$ cat src/asf_defs.svh
// Constants for the serial frame control block of the sampling converter.
`ifndef ASF_DEFS_SVH
`define ASF_DEFS_SVH

// Frame geometry.
`define ASF_WORD_BITS 16
`define ASF_CNT_W 5
`define ASF_FALL_MUX 5'h02
`define ASF_FALL_RESULT_LATCH 5'h03
`define ASF_FALL_RESULT_MSB 5'h04
`define ASF_FALL_ALARM_CLR 5'h0a
`define ASF_FALL_ALARM_SET 5'h0c
`define ASF_FALL_LAST 5'h10
`define ASF_RISE_ACQ 5'h0e
`define ASF_RISE_LAST 5'h10

// Output word layout.
`define ASF_RES_MSB 11
`define ASF_RES_LSB 2
`define ASF_RES_W 10
`define ASF_CH_W 4

// Command word fields.
`define ASF_CMD_MODE_HI 15
`define ASF_CMD_MODE_LO 12
`define ASF_MODE_MANUAL 4'h1
`define ASF_CMD_PROG 11
`define ASF_CMD_CH_HI 10
`define ASF_CMD_CH_LO 7
`define ASF_CMD_RANGE 6
`define ASF_CMD_PD 5
`define ASF_CMD_RB 4
`define ASF_CMD_GPO_HI 3
`define ASF_CMD_GPO_LO 0

// Reset values.
`define ASF_RST_CH 4'h0
`define ASF_RST_RANGE 1'h0

// Dedicated pin positions, channel count and buffer depth.
`define ASF_PIN_ALM_HI 0
`define ASF_PIN_ALM_LO 1
`define ASF_PIN_RANGE 2
`define ASF_PIN_PD 3
`define ASF_NUM_CH 8
`define ASF_BUF_DEPTH 2

`endif

$ cat src/asf_pkg.sv
// Types shared by the serial frame control block.
package asf_pkg;
    typedef enum logic [1:0] {
        ASF_PIN_OUT = 2'b00,
        ASF_PIN_IN = 2'b01,
        ASF_PIN_FUNC = 2'b10
    } asf_pin_mode_type;
endpackage
$ cat src/asf_frame_ctrl.sv
// Frame control of an 8-channel 10-bit converter behind a four-wire serial port.
//
// Operation
// - Chip select falling starts a frame, samples the channel unless powered down, starts conversion.
// - Output word: 4-bit channel address, 10-bit result, then two zero bits, MSB first.
// - When enabled, pin status replaces the channel address field.
// - Multiplexer switches to the new channel on the second serial clock fall.
// - Acquisition runs from fourteenth rising edge to next chip select fall.
// - Four pins, each output, input or dedicated function.
// - Output pins take previous frame's command bits at chip select fall.
// - Input pins captured at chip select fall, sent if readback enabled before.
// - First address bit at chip select fall, rest on falls one to three.
// - Result MSB on fourth fall, LSB on thirteenth fall.
// - Sixteenth fall releases serial output and completes conversion.
// - Command word captured one bit per rising edge from the first.
// - Per-channel high and low thresholds drive alarm pins per configuration.
// - Alarm raised on twelfth fall, cleared on tenth fall of next frame.
// - Soft power-down bit powers down on sixteenth fall of next frame.
// - Power-down pin low powers the device down immediately.
// - Wake on chip select fall if soft bit zero and pin high.
// - Pin zero drives high or combined alarm, pin one low alarm.
// - Range pin high selects wide range, low selects narrow range.
// - Ten-bit results from eight multiplexed channels.
// - Reset gives manual mode with channel zero.
// - Command channel field picks the channel the multiplexer switches to in the next frame, MSB first.
// - Range bit zero selects narrow, one selects wide range.
`timescale 1ns/1ps
`include "asf_defs.svh"

module asf_frame_ctrl (
    // Clock and reset.
    input wire logic ref_clk_i,
    input wire logic rst_i,
    // Serial port.
    input wire logic cs_n_i,
    input wire logic sclk_i,
    input wire logic serial_in_i,
    output logic serial_out_o,
    output logic serial_out_oe_o,
    // Converter front end.
    input wire logic [`ASF_RES_W-1:0] adc_result_i,
    output logic sample_o,
    output logic converting_o,
    output logic acquiring_o,
    output logic [2:0] mux_channel_o,
    output logic wide_range_o,
    output logic powered_down_o,
    // General-purpose pins.
    input wire logic [1:0] pin_mode_i [4],
    input wire logic alarm_combined_i,
    input wire logic [3:0] general_input_i,
    output logic [3:0] general_output_o,
    output logic [3:0] general_output_oe_o,
    // Threshold programming.
    input wire logic thr_wr_i,
    input wire logic [2:0] thr_ch_i,
    input wire logic [`ASF_RES_W-1:0] thr_high_i,
    input wire logic [`ASF_RES_W-1:0] thr_low_i,
    // Received command words.
    output logic [`ASF_WORD_BITS-1:0] cmd_word_o,
    output logic cmd_valid_o,
    input wire logic cmd_ready_i,
    output logic cmd_space_o
);

    ////////////////////////////////////////////////////////////////////////////////
    // Edge detection on the pins, which are synchronous to the clock.

    logic cs_prev_reg;
    logic sclk_prev_reg;
    logic cs_fall;
    logic sclk_fall;
    logic sclk_rise;
    logic [`ASF_CNT_W-1:0] fall_cnt_reg;
    logic [`ASF_CNT_W-1:0] rise_cnt_reg;
    logic [`ASF_CNT_W-1:0] fall_num;
    logic [`ASF_CNT_W-1:0] rise_num;

    always_ff @(posedge ref_clk_i) begin
        if (rst_i) begin
            cs_prev_reg <= 1'b1;
            sclk_prev_reg <= 1'b0;
        end else begin
            cs_prev_reg <= cs_n_i;
            sclk_prev_reg <= sclk_i;
        end
    end

    assign cs_fall = cs_prev_reg & ~cs_n_i;
    assign sclk_fall = ~cs_n_i & ~cs_fall & sclk_prev_reg & ~sclk_i;
    assign sclk_rise = ~cs_n_i & ~cs_fall & ~sclk_prev_reg & sclk_i;
    assign fall_num = fall_cnt_reg + `ASF_CNT_W'(1);
    assign rise_num = rise_cnt_reg + `ASF_CNT_W'(1);

    // Counters saturate so that surplus clocks in a long frame do nothing.
    always_ff @(posedge ref_clk_i) begin
        if (rst_i || cs_fall) begin
            fall_cnt_reg <= '0;
            rise_cnt_reg <= '0;
        end else begin
            if (sclk_fall && fall_cnt_reg != `ASF_FALL_LAST) begin
                fall_cnt_reg <= fall_num;
            end
            if (sclk_rise && rise_cnt_reg != `ASF_RISE_LAST) begin
                rise_cnt_reg <= rise_num;
            end
        end
    end

    ////////////////////////////////////////////////////////////////////////////////
    // Command word capture and decode.

    logic [`ASF_WORD_BITS-1:0] cmd_sh_reg;
    logic [`ASF_WORD_BITS-1:0] cmd_full;
    logic cmd_done;
    logic [`ASF_CH_W-1:0] next_ch_reg;
    logic range_bit_reg;
    logic soft_pd_reg;
    logic rb_en_reg;
    logic [3:0] gpo_pend_reg;

    assign cmd_full = {cmd_sh_reg[`ASF_WORD_BITS-2:0], serial_in_i};
    assign cmd_done = sclk_rise && rise_num == `ASF_RISE_LAST;

    always_ff @(posedge ref_clk_i) begin
        if (rst_i) begin
            cmd_sh_reg <= '0;
        end else if (sclk_rise && rise_cnt_reg != `ASF_RISE_LAST) begin
            cmd_sh_reg <= cmd_full;
        end
    end

    always_ff @(posedge ref_clk_i) begin
        if (rst_i) begin
            next_ch_reg <= `ASF_RST_CH;
            range_bit_reg <= `ASF_RST_RANGE;
            soft_pd_reg <= 1'b0;
            rb_en_reg <= 1'b0;
            gpo_pend_reg <= '0;
        end else if (cmd_done && cmd_full[`ASF_CMD_MODE_HI:`ASF_CMD_MODE_LO] == `ASF_MODE_MANUAL) begin
            next_ch_reg <= cmd_full[`ASF_CMD_CH_HI:`ASF_CMD_CH_LO];
            // Without the program bit the lower fields keep their last values.
            if (cmd_full[`ASF_CMD_PROG]) begin
                range_bit_reg <= cmd_full[`ASF_CMD_RANGE];
                soft_pd_reg <= cmd_full[`ASF_CMD_PD];
                rb_en_reg <= cmd_full[`ASF_CMD_RB];
                gpo_pend_reg <= cmd_full[`ASF_CMD_GPO_HI:`ASF_CMD_GPO_LO];
            end
        end
    end

    ////////////////////////////////////////////////////////////////////////////////
    // Two-entry buffer for received command words.

    logic [`ASF_WORD_BITS-1:0] buf_mem_reg [`ASF_BUF_DEPTH];
    logic buf_wr_ptr_reg;
    logic buf_rd_ptr_reg;
    logic [1:0] buf_cnt_reg;
    logic buf_push;
    logic buf_pop;
    logic [1:0] buf_cnt_next;
    logic buf_rd_ptr_next;

    // A word that finds the buffer full is dropped; cmd_space_o warns the user.
    assign buf_push = cmd_done && buf_cnt_reg != 2'h2;
    assign buf_pop = cmd_valid_o && cmd_ready_i;
    assign buf_cnt_next = buf_cnt_reg + {1'b0, buf_push} - {1'b0, buf_pop};
    assign buf_rd_ptr_next = buf_rd_ptr_reg ^ buf_pop;

    // Flags and head word come from the next state, so they are flops yet never lag.
    always_ff @(posedge ref_clk_i) begin
        if (rst_i) begin
            buf_wr_ptr_reg <= 1'b0;
            buf_rd_ptr_reg <= 1'b0;
            buf_cnt_reg <= 2'h0;
            cmd_valid_o <= 1'b0;
            cmd_space_o <= 1'b1;
            cmd_word_o <= '0;
        end else begin
            if (buf_push) begin
                buf_mem_reg[buf_wr_ptr_reg] <= cmd_full;
                buf_wr_ptr_reg <= ~buf_wr_ptr_reg;
            end
            buf_rd_ptr_reg <= buf_rd_ptr_next;
            buf_cnt_reg <= buf_cnt_next;
            cmd_valid_o <= buf_cnt_next != 2'h0;
            cmd_space_o <= buf_cnt_next != 2'h2;
            // A word written into the slot that becomes the head bypasses the memory.
            cmd_word_o <= (buf_push && buf_wr_ptr_reg == buf_rd_ptr_next) ? cmd_full
                : buf_mem_reg[buf_rd_ptr_next];
        end
    end

    ////////////////////////////////////////////////////////////////////////////////
    // Frame phases, channel and range.

    logic [`ASF_CH_W-1:0] conv_ch_reg;
    logic [`ASF_RES_W-1:0] result_reg;
    logic pd_pend_reg;

    always_ff @(posedge ref_clk_i) begin
        if (rst_i) begin
            sample_o <= 1'b0;
            converting_o <= 1'b0;
            acquiring_o <= 1'b0;
            conv_ch_reg <= `ASF_RST_CH;
            mux_channel_o <= 3'(`ASF_RST_CH);
        end else begin
            sample_o <= cs_fall & ~powered_down_o;
            if (cs_fall) begin
                converting_o <= 1'b1;
                conv_ch_reg <= {1'b0, mux_channel_o};
            end else if (sclk_fall && fall_num == `ASF_FALL_LAST) begin
                converting_o <= 1'b0;
            end
            if (cs_fall) begin
                acquiring_o <= 1'b0;
            end else if (sclk_rise && rise_num == `ASF_RISE_ACQ) begin
                acquiring_o <= 1'b1;
            end
            if (sclk_fall && fall_num == `ASF_FALL_MUX) begin
                mux_channel_o <= next_ch_reg[2:0];
            end
        end
    end

    always_ff @(posedge ref_clk_i) begin
        if (rst_i) begin
            result_reg <= '0;
        end else if (sclk_fall && fall_num == `ASF_FALL_RESULT_LATCH) begin
            result_reg <= adc_result_i;
        end
    end

    always_ff @(posedge ref_clk_i) begin
        if (rst_i) begin
            wide_range_o <= `ASF_RST_RANGE;
        end else if (pin_mode_i[`ASF_PIN_RANGE] == asf_pkg::ASF_PIN_FUNC) begin
            wide_range_o <= general_input_i[`ASF_PIN_RANGE];
        end else if (cs_fall) begin
            wide_range_o <= range_bit_reg;
        end
    end

    ////////////////////////////////////////////////////////////////////////////////
    // Power-down.

    logic hw_pd_active;

    assign hw_pd_active = pin_mode_i[`ASF_PIN_PD] == asf_pkg::ASF_PIN_FUNC
        && !general_input_i[`ASF_PIN_PD];

    always_ff @(posedge ref_clk_i) begin
        if (rst_i) begin
            pd_pend_reg <= 1'b0;
            powered_down_o <= 1'b0;
        end else begin
            if (cs_fall) begin
                pd_pend_reg <= soft_pd_reg;
            end
            if (hw_pd_active) begin
                powered_down_o <= 1'b1;
            end else if (sclk_fall && fall_num == `ASF_FALL_LAST && pd_pend_reg) begin
                powered_down_o <= 1'b1;
            end else if (cs_fall && !soft_pd_reg) begin
                powered_down_o <= 1'b0;
            end
        end
    end

    ////////////////////////////////////////////////////////////////////////////////
    // Pin readback and output word.

    logic [3:0] gpi_cap_reg;
    logic use_gpi_reg;
    logic [`ASF_WORD_BITS-1:0] out_word;
    logic [`ASF_CNT_W-1:0] bit_idx;

    always_ff @(posedge ref_clk_i) begin
        if (rst_i) begin
            gpi_cap_reg <= '0;
            use_gpi_reg <= 1'b0;
        end else if (cs_fall) begin
            gpi_cap_reg <= general_input_i;
            use_gpi_reg <= rb_en_reg;
        end
    end

    always_comb begin
        out_word = '0;
        if (use_gpi_reg) begin
            out_word[`ASF_WORD_BITS-1:`ASF_RES_MSB+1] = gpi_cap_reg;
        end else begin
            out_word[`ASF_WORD_BITS-1:`ASF_RES_MSB+1] = conv_ch_reg;
        end
        out_word[`ASF_RES_MSB:`ASF_RES_LSB] = result_reg;
    end

    assign bit_idx = `ASF_CNT_W'(`ASF_WORD_BITS - 1) - fall_num;

    always_ff @(posedge ref_clk_i) begin
        if (rst_i) begin
            serial_out_o <= 1'b0;
            serial_out_oe_o <= 1'b0;
        end else if (cs_n_i) begin
            serial_out_oe_o <= 1'b0;
        end else if (cs_fall) begin
            serial_out_oe_o <= 1'b1;
            // With only eight channels the address MSB is zero; with readback enabled it is input pin 3 instead.
            serial_out_o <= rb_en_reg & general_input_i[3];
        end else if (sclk_fall) begin
            if (fall_num == `ASF_FALL_LAST) begin
                serial_out_oe_o <= 1'b0;
            end else if (fall_num < `ASF_FALL_LAST) begin
                // address bits on falls one to three, result bits from the fourth fall
                serial_out_o <= out_word[bit_idx[3:0]];
            end
        end
    end

    ////////////////////////////////////////////////////////////////////////////////
    // Thresholds and alarms.

    logic [`ASF_RES_W-1:0] thr_high_reg [`ASF_NUM_CH];
    logic [`ASF_RES_W-1:0] thr_low_reg [`ASF_NUM_CH];
    logic alarm_high_reg;
    logic alarm_low_reg;

    always_ff @(posedge ref_clk_i) begin
        if (rst_i) begin
            for (int i = 0; i < `ASF_NUM_CH; i++) begin
                thr_high_reg[i] <= '1;
                thr_low_reg[i] <= '0;
            end
        end else if (thr_wr_i) begin
            thr_high_reg[thr_ch_i] <= thr_high_i;
            thr_low_reg[thr_ch_i] <= thr_low_i;
        end
    end

    always_ff @(posedge ref_clk_i) begin
        if (rst_i) begin
            alarm_high_reg <= 1'b0;
            alarm_low_reg <= 1'b0;
        end else if (sclk_fall && fall_num == `ASF_FALL_ALARM_SET) begin
            alarm_high_reg <= result_reg > thr_high_reg[conv_ch_reg[2:0]];
            alarm_low_reg <= result_reg < thr_low_reg[conv_ch_reg[2:0]];
        end else if (sclk_fall && fall_num == `ASF_FALL_ALARM_CLR) begin
            alarm_high_reg <= 1'b0;
            alarm_low_reg <= 1'b0;
        end
    end

    ////////////////////////////////////////////////////////////////////////////////
    // Pin drivers.

    logic [3:0] gpo_reg;

    always_ff @(posedge ref_clk_i) begin
        if (rst_i) begin
            gpo_reg <= '0;
        end else if (cs_fall) begin
            gpo_reg <= gpo_pend_reg;
        end
    end

    always_ff @(posedge ref_clk_i) begin
        if (rst_i) begin
            general_output_o <= '0;
            general_output_oe_o <= '0;
        end else begin
            for (int p = 0; p < 4; p++) begin
                general_output_o[p] <= gpo_reg[p];
                general_output_oe_o[p] <= pin_mode_i[p] == asf_pkg::ASF_PIN_OUT;
            end
            if (pin_mode_i[`ASF_PIN_ALM_HI] == asf_pkg::ASF_PIN_FUNC) begin
                general_output_o[`ASF_PIN_ALM_HI] <= alarm_high_reg
                    | (alarm_combined_i & alarm_low_reg);
                general_output_oe_o[`ASF_PIN_ALM_HI] <= 1'b1;
            end
            if (pin_mode_i[`ASF_PIN_ALM_LO] == asf_pkg::ASF_PIN_FUNC) begin
                general_output_o[`ASF_PIN_ALM_LO] <= alarm_low_reg;
                general_output_oe_o[`ASF_PIN_ALM_LO] <= 1'b1;
            end
        end
    end

endmodule

$ cat config.mk
export PLATFORM = sky130hd
export DESIGN_NAME = asf_frame_ctrl
export DESIGN_NICKNAME = d
export VERILOG_FILES = /design/src/asf_pkg.sv /design/src/asf_frame_ctrl.sv
export VERILOG_INCLUDE_DIRS = /design/src
export SDC_FILE = /design/constraint.sdc
export NUM_CORES = 1
export LEC_CHECK = 0
export BUFFER_PORTS_ARGS = -buffer_cell sky130_fd_sc_hd__buf_2
export CORE_AREA = 5 5 164 283
export CTS_CLUSTER_DIAMETER = 80
export DETAILED_ROUTE_END_ITERATION = 6
export DIE_AREA = 0 0 169 288
export MAX_ROUTING_LAYER = met4
export PLACE_DENSITY = 0.53
export SLEW_MARGIN = 5
export SYNTH_ARGS = -nofsm -noshare
export SYNTH_HDL_FRONTEND = slang
export SYNTH_SLANG_ARGS = --single-unit
$ cat constraint.sdc
create_clock -name ref_clk_i -period 6.5 [get_ports ref_clk_i]
set_clock_uncertainty 0.05 [all_clocks]
set_input_delay 0.975 -clock ref_clk_i [delete_from_list [all_inputs] [get_ports ref_clk_i]]
set_output_delay 0.975 -clock ref_clk_i [all_outputs]
set_load 0.005 [all_outputs]
; Word level (Yosys, flattened, before mapping)
; Memory sizes are Yosys's and may differ from the RTL's. A register that Yosys moved wholly into a read port is not among the register bits.
; Cells that the tools add are included.
[totals]
output_inout_bits = 36
register_bits = 86
ramBits = 192
elab_cells = 158
memories = 3
[mem_list]
columns = memory, depth, width, read_ports, rd_clocked_by_memory_dff, write_ports, line_no
row1 = thr_high_reg, 8, 10, 1, 1, 8, asf_frame_ctrl.sv:324  ; logic [`ASF_RES_W-1:0] thr_high_reg [`ASF_NUM_CH];
row2 = thr_low_reg, 8, 10, 1, 1, 8, asf_frame_ctrl.sv:325  ; logic [`ASF_RES_W-1:0] thr_low_reg [`ASF_NUM_CH];
row3 = buf_mem_reg, 2, 16, 1, 1, 1, asf_frame_ctrl.sv:155  ; logic [`ASF_WORD_BITS-1:0] buf_mem_reg [`ASF_BUF_DEPTH];
[op_classes]
muxes = 42
eq_ne = 17
add_sub_neg = 5
order_cmp = 4
n_bitwise = 17
reduce_logical = 37
[op_table]
columns = op, count
row1 = 1-bit 2-to-1 mux, 32
row2 = 10-bit 2-to-1 mux, 2
row3 = 10-bit OR reduction, 2
row4 = 3-bit 2-to-1 mux, 6
row5 = 5-bit by 4-bit == test with 1-bit output (second input constant), 3
row6 = 1-bit logical AND, 15
row7 = 2-bit nonzero test, 7
row8 = 5-bit by 1-bit adder with 5-bit output (second input constant), 2
row9 = 5-bit by 2-bit == test with 1-bit output (second input constant), 2
row10 = 5-bit == test (second input constant), 2
row11 = 10-bit greater-than comparator, 1
row12 = 10-bit less-than comparator, 1
row13 = 5-bit != test (second input constant), 2
row14 = 1-bit AND, 9
row15 = 2-bit == test (second input constant), 4
row16 = 2-bit zero test, 4
row17 = 2-bit != test (second input constant), 3
row18 = 1-bit inverter, 6
row19 = 4-bit by 5-bit less-than comparator with 1-bit output (second input constant), 1
row20 = 5-bit less-than comparator (second input constant), 1
row21 = 1-bit binary-select mux with 4-bit select, 1
row22 = 4-bit by 1-bit == test with 1-bit output (second input constant), 1
row23 = 4-bit 2-to-1 mux, 1
row24 = 2-bit AND reduction, 2
row25 = other kinds (10), 12

; Longest topological paths before layout
; Gate-level depths: netlist of run 1.
[depth]
ltp_word = 11
depth_mapped = 12
mapped_depth_nobuf = 11

; Worst setup path before layout of run 1
; Ideal clock, no wire load.
[synth_timing]
path_type = input port to flip-flop
from = input cs_n_i
to = memory buf_mem_reg[1][0] (netlist bit), enable pin
cell_stages = 6
path_slack_ps = 2242
n_path_buf = 2
t_arrival_ps = 3795
required_time_ps = 6037
setup_time_ps = 413
path_cell_list = or4b_1 > clkbuf_1 > or3b_4 > or4_1 > clkbuf_1 > nor3b_1
[synth_between]
elab_chain_len = 11
[synth_lines]
columns = element, line_no
row1 = "start, declared", asf_frame_ctrl.sv:35  ; input wire logic cs_n_i,
row2 = 1-bit inverter *, "asf_frame_ctrl.sv:89, asf_frame_ctrl.sv:91"
row3 = 1-bit AND, asf_frame_ctrl.sv:89  ; assign cs_fall = cs_prev_reg & ~cs_n_i;
row4 = 1-bit inverter, asf_frame_ctrl.sv:91  ; assign sclk_rise = ~cs_n_i & ~cs_fall & ~sclk_prev_reg & sclk_i;
row5 = 1-bit AND * (3 in a row), asf_frame_ctrl.sv:91
row6 = 1-bit logical AND (no source line) *, -
row7 = 1-bit logical AND *, asf_frame_ctrl.sv:165  ; assign buf_push = cmd_done && buf_cnt_reg != 2'h2;
row8 = 1-bit 2-to-1 mux *, asf_frame_ctrl.sv:180  ; if (buf_push) begin
row9 = 1-bit 2-to-1 mux *, asf_frame_ctrl.sv:172  ; if (rst_i) begin
row10 = 1-bit 2-to-1 mux (implied by the code) *, asf_frame_ctrl.sv:181  ; buf_mem_reg[buf_wr_ptr_reg] <= cmd_full;
row11 = "end, declared", asf_frame_ctrl.sv:155
; Every way passes the cells marked *; elsewhere a longest branch is shown, timed or not.

; Final worst setup path of run 1
[layout_timing]
from = input cs_n_i
to = register cmd_valid_o
[layout_between]
elab_chain_len = 11
[layout_lines]
columns = element, line_no
row1 = 1-bit inverter *, "asf_frame_ctrl.sv:89, asf_frame_ctrl.sv:91"
row2 = 1-bit AND, asf_frame_ctrl.sv:89
row3 = 1-bit inverter, asf_frame_ctrl.sv:91
row4 = 1-bit AND * (3 in a row), asf_frame_ctrl.sv:91
row5 = 1-bit logical AND (no source line) *, -
row6 = 1-bit logical AND *, asf_frame_ctrl.sv:165
row7 = 2-bit by 1-bit adder with 2-bit output *, asf_frame_ctrl.sv:167  ; assign buf_cnt_next = buf_cnt_reg + {1'b0, buf_push} - {1'b0, buf_pop};
row8 = 2-bit by 1-bit subtractor with 2-bit output *, asf_frame_ctrl.sv:167
row9 = 2-bit nonzero test *, asf_frame_ctrl.sv:186  ; cmd_valid_o <= buf_cnt_next != 2'h0;
row10 = "end signal, assigned", asf_frame_ctrl.sv:176  ; cmd_valid_o <= 1'b0;
row11 = "end signal, assigned", asf_frame_ctrl.sv:186
row12 = "end, declared", asf_frame_ctrl.sv:61  ; output logic cmd_valid_o,
; Marked as above.
; A chain may end at the register's enable or synchronous reset.

==> run metrics, run 1 <==
Async SR Flop Fraction=0; Worst Setup Start Kind=input pin; htree depth=1; maximum VDD drop=about 0.00020 V; Yosys top cell by area=edfxtp_1; Synth top area share=0.445; synthesized area per cell=13.0 µm²; DRT Pass-1 Iters=4; most frequent cell after synthesis=edfxtp_1; die height=between 200 and 300 µm; GRT Util Overall=0.141; Die ar.=slightly below 0.05 mm²; setup bufs post-CTS=0; setup TNS=0 ns; flops & latches, synth=around 300; Seq/Total Area, Yosys=0.608; R2R Setup Slk=approximately 2.9 ns; GRT overflow=0; Core Footprint=~0.044 mm²; Cells after Synth=approximately 1000; CTS buffer count=30; final setup fails=0; R2R depth=9; top cells by count, synth=192 x edfxtp_1, 105 x dfxtp_1, 80 x and2_1, 80 x nand2_1, 62 x nor2_1; Achievable Freq=approximately 270 MHz; layout overhead on the synthesized area=16.8%; DRT Wirelength=approximately 33 mm; largest cells by area after synthesis=edfxtp_1 45%, dfxtp_1 16%, mux4_2 7.3%; critical path fanouts, max=13; Cell Rows=102; endpoints failing hold=0; Via density=between 4 and 5; PortBufs=between 80 and 90; antenna violations before repair=1; Setup CP Type=input pin to register; first-pass GRT wire length=around 50 mm; Resize count post-CTS=0; # Max-Cap Violations=0; Worst EP required=between 6 and 7 ns; Mapped Nets=approximately 1.1k; worst setup path endpoint=cmd_valid_o$_SDFF_PP0_; Final nets=roughly 1.2k; Die Wd=169 µm; pin count of the biggest net entering global routing=77; Wirelength per Cell=roughly 20 µm; Worst Setup SP=cs_n_i; period utilization=0.574; power density over the cells=273 mW/mm²; Worst R2R End=alarm_low_reg$_SDFFE_PP0P_; Primary FF master, synth=edfxtp_1; synthesized cell area=about 0.013 mm²; # DRC=0; via count=about 7.8k; Worst-path clk slew=0.06 ns; hold_buf cts=0; status=finished, final reports clean; Initial DRC Count=approximately 470; clk_lat worst skew=approximately 0.57 ns; Worst Max-Slew Pin Slew=between 1 and 1.5 ns; Worst Path Arrival=around 4.1 ns; clock buffer depth=3; Crit. End Element=register; synth warn=0; Netlist cell types=52; vias in the first global route=about 8.3k; Hold Crit Class=register to register; RSZ-0062 raised after global routing=false; # placed instances=1614; IO Pins=a little under 90; GP Congestion=roughly 0.77; CTS tree=yes; EDFF count, synth=approximately 190; layout cells sized above 1=0.224; Non-Filler Instances=about 1.7k; detailed placement HPWL=approximately 23 mm; Starting Density=0.294; clk root buf=clkbuf_16; min Tclk post-route=3.73 ns; LEAKAGE=~5.4 nW; clk sinks=just under 300; Max Slew Vio Count=0; Slew HR=0.219; DRT antenna net count=0
==> worst max-delay path, cell delays in order <==
cell	delay [ns]
buf_2	0.13
or4b_1	0.67
or3b_4	0.47
or4_1	0.64
ha_1	0.34
inv_1	0.04
ha_1	0.18
xor2_1	0.15
xnor2_1	0.17
nor2_1	0.07
or2_2	0.30
==> area by class of cell <==
class                      instances  area [µm²]
fill                            4327       28900
sequential                       297        7870
multi-input combinational        626        4830
clock buffer                      39         856
tap                              572         716
timing repair buffer             106         578
clock inverter                    17         209
inverter                          13        48.8
antenna                            1        2.50
==> per-layer routing <==
metal	part of all wire	GRT usage
met5	0	-
met2	0.57	0.276
met1	0.37	0.146
met3	0.043	0.0184
met4	0.021	0.0375
==> worst min path at each step <==
stage / cells past startpoint / to / slack (ns) / from
2_1_floorplan: 2 / gpo_reg[2]$_SDFFE_PP0P_ / 0.38 / gpo_pend_reg[2]$_SDFFE_PP0P_
3_3_place_gp: 2 / gpo_reg[3]$_SDFFE_PP0P_ / 0.39 / gpo_reg[3]$_SDFFE_PP0P_
3_5_place_dp: 2 / gpo_reg[1]$_SDFFE_PP0P_ / 0.40 / gpo_pend_reg[1]$_SDFFE_PP0P_
4_1_cts: 2 / gpo_reg[3]$_SDFFE_PP0P_ / 0.41 / gpo_reg[3]$_SDFFE_PP0P_
5_1_grt: 2 / gpo_reg[2]$_SDFFE_PP0P_ / 0.43 / gpo_reg[2]$_SDFFE_PP0P_
6_report: 2 / gpo_reg[3]$_SDFFE_PP0P_ / 0.41 / gpo_reg[3]$_SDFFE_PP0P_
==> per-stage QoR <==
step,hold WS [ns],power (mW),setup WS [ns],instance area [µm²],utilization
after floorplan,0.381,2.23,2.24,12900,-
after detailed placement,0.396,2.32,2.11,14000,0.319
after CTS,0.407,4.18,2.73,15100,0.343
final,0.405,4.12,2.77,15100,0.343
after global routing,0.432,4.28,2.60,15100,0.343
after global placement,0.391,2.32,2.19,14000,0.319
==> kinds of logic after synthesis <==
family	Yosys count	synth area share
flops	297	0.608
compound gates	88	0.0403
buf+inv	75	0.0224
simple gates	373	0.155
xor+xnor	18	0.0122
fa+ha+maj	30	0.0290
mux	117	0.133
==> power breakdown <==
group	internal, mW	switching (mW)	leakage [nW]
combinational	0.0681	0.110	2.13
clock	1.09	0.754	0.523
sequential	2.08	0.0206	2.70
total	3.24	0.884	5.35
==> layout by cell type, fill, tap and decap left out, types with 4 or more instances in the layout <==
master,netlist,final
edfxtp_1,192,192
dfxtp_1,105,103
buf_2,1,87
and2_1,80,80
nand2_1,80,80
nor2_1,62,62
mux2i_1,57,57
nand2b_1,55,55
a21oi_1,51,51
mux4_2,42,42
or3_1,33,33
clkbuf_16,0,31
ha_1,30,30
buf_4,0,19
mux2_2,18,18
inv_1,13,13
o21ai_0,12,12
xnor2_1,11,11
or2_2,10,10
nand3_1,9,9
nor3_1,12,7
xor2_1,7,7
nor2b_1,7,7
clkinv_2,0,6
nor3_2,0,5
clkbuf_8,0,5
nand4_1,4,4
a211oi_1,4,4
bufinv_16,0,4
No activity file was read; power rests on OpenSTA's default activity.
==> run 2, diff against run 1 <==
PLACE_DENSITY = 0.54   (was 0.53)
clock period = 3.35 ns   (was 6.5 ns; I/O delays follow)
==> run 2 against run 1 <==
- cell area is 1.3% higher
- sequential share of layout area is 0.69 points lower
- critical path depth is 1 lower
- total power is 91% higher
- clock-buffer cell count is 1 lower
- utilization is 0.46 points higher
- first-iteration DRC count is 15% lower
- register-to-register slack worse by 2.7 ns
- flip-flop and latch count stayed put
- sequential power is 93% higher
- cell count is 1.7% higher
- wire length is 2.3% lower
==> run metrics, run 2 (same netlist as run 1, synthesis figures left out) <==
multi-input logic area=0.00483 mm² (-0.13%); IO Pins=89 (unchanged); hold_buf cts=0 (unchanged); Achievable Freq=about 320 MHz; post-layout util=0.348 (+0.00458); detailed placement HPWL=22.7 mm (+0.60%); GRT Util Overall=0.138 (-0.00295); Critical Path, Cell by Cell=or4b_1 -> or3b_4 -> or4_1 -> ha_1 -> inv_1 -> ha_1 -> xor2_1 -> xnor2_1 -> nor2_1 -> or2_2; Starting Density=0.294 (unchanged); die height=288 µm (unchanged); Core Footprint=0.0440 mm² (unchanged); min Tclk post-route=roughly 3.1 ns; Placement Cell Area=0.0143 mm² (+1.8%); clock buffer depth=3 (unchanged); R2R Setup Slk=0.20 ns (-2.72 ns); GP Congestion=0.768 (+0.10%); Setup CP Type=register to register; Hold Slack=0.0417 ns (-0.364 ns); R2R depth=10 (+1); Worst path max stage delay=0.57 ns (-0.10 ns); fillers=4354 (+0.62%); Critical Path Most Common Cell=ha_1; via count=7945 (+2.2%); Worst R2R Start=sclk_prev_reg$_SDFF_PP0_; Worst-path clk slew=0.07 ns (about the same); layout overhead on the synthesized area=18.3%; CTS tree=yes; total power=7.86 mW (+91%); final instance area=0.0153 mm² (+1.3%); Hold Path Sink=general_output_oe_o[2]$_SDFF_PP0_; commonest non-fill, non-tap cells in the layout=192 x edfxtp_1, 103 x dfxtp_1, 87 x buf_2; Final nets=1185 (+2.4%); RSZ-0062 raised after global routing=false; Worst Path Arrival=3.54 ns (-0.59 ns); # placed instances=1643 (+1.8%); critical path fanouts, max=3 (-10); antenna violations before repair=4 (+3); Resize count post-CTS=0 (unchanged); Worst Setup SP=sclk_prev_reg$_SDFF_PP0_; first-pass GRT wire length=50.2 mm (-1.5%); status=finished, final reports clean; Cell Rows=102 (unchanged); Worst Setup Start Kind=register; htree depth=1 (unchanged); DRT antenna net count=0 (unchanged); worst path bufs/invs=1 (-1); clk root buf=clkbuf_16; PortBufs=88 (unchanged); CTS buffer count=29 (-3.3%); Top delay family on crit path=simple AND/OR/NAND/NOR gates; Hold Crit Class=input pin to register; final setup fails=0 (unchanged); vias in the first global route=8466 (+1.7%); DRT Pass-1 Iters=5 (+1); period utilization=0.939; # DRC=0 (unchanged); maximum VDD drop=0.000442 V (+120%); # Max-Cap Violations=0 (unchanged); DRT Wirelength=32.5 mm (-2.3%); Crit. End Element=register; Via density=4.67 (+0.42%); GRT overflow=0 (unchanged); leading cell type in the layout, fill and taps excluded=edfxtp_1; hold path start=pin_mode_i[2]; Max Slew Vio Count=0 (unchanged); Worst Max-Slew Pin Slew=0.822 ns (-0.341 ns); setup bufs post-CTS=0 (unchanged); power density over the cells=513 mW/mm² (+88%); layout cells sized above 1=0.242 (+0.0177); pin count of the biggest net entering global routing=65 (-16%); Die Wd=169 µm (unchanged); clk sinks=297 (unchanged); Initial DRC Count=399 (-15%); clk_lat worst skew=0.57 ns (about the same); Worst EP required=3.75 ns (-3.15 ns); Worst R2R End=cmd_valid_o$_SDFF_PP0_; LEAKAGE=5.45 nW (+1.8%); Non-Filler Instances=1700 (+1.7%); Slew HR=0.438 (+0.219); Critical-path top delay cell=or4b_1; register area=0.00787 mm² (unchanged); WHS Path Cells=2 (unchanged); Wirelength per Cell=19.1 µm (-3.9%); endpoints failing hold=0 (unchanged); Die ar.=0.0487 mm² (unchanged)
run 2: cell count changes in the layout (fill, tap and decap cells not counted), moves of 2 or more:
cell        change
clkbuf_16       -2
buf_4          +26
clkinv_2        -2
diode_2         +2
clkinvlp_4      +2
buf_12          +3
clkbuf_1        +2
run 2: metrics by stage:
step           setup TNS, ns  setup WS, ns
5_1_grt                    0        0.0416
4_1_cts                    0         0.185
3_5_place_dp         -0.0642       -0.0642
3_3_place_gp         -0.0516       -0.0516
6_report                   0         0.204
2_1_floorplan        -0.0101       -0.0101
run 2: report_power, final:
part / leakage, nW / internal [mW] / switching [mW]
clock network: 0.484 / 2.01 / 1.45
registers: 2.75 / 4.02 / 0.0366
logic: 2.21 / 0.130 / 0.208
run 2: final cells by class:
cell class,count,share of cell area
diodes,3,0.000490
clock buffers,38,0.0522
clock inverters,16,0.0139
inverters,13,0.00319
multi-input cells,626,0.315
flip-flops and latches,297,0.514
well taps,572,0.0467
repair buffers,135,0.0544
run 2: per-layer routing:
layer  global-route usage  part of all wire
met5                    -                 0
met4               0.0377             0.022
met3               0.0196             0.039
met2                0.268              0.57
met1                0.143              0.37
run 2: worst max-delay path by stage:
stage                                   endpoint  depth (start not counted)
final                     cmd_valid_o$_SDFF_PP0_                         10
after floorplan           cmd_valid_o$_SDFF_PP0_                         12
after detailed placement  cmd_valid_o$_SDFF_PP0_                         11
after CTS                 cmd_valid_o$_SDFF_PP0_                         10
after global routing      cmd_valid_o$_SDFF_PP0_                         10
after global placement    cmd_valid_o$_SDFF_PP0_                         11
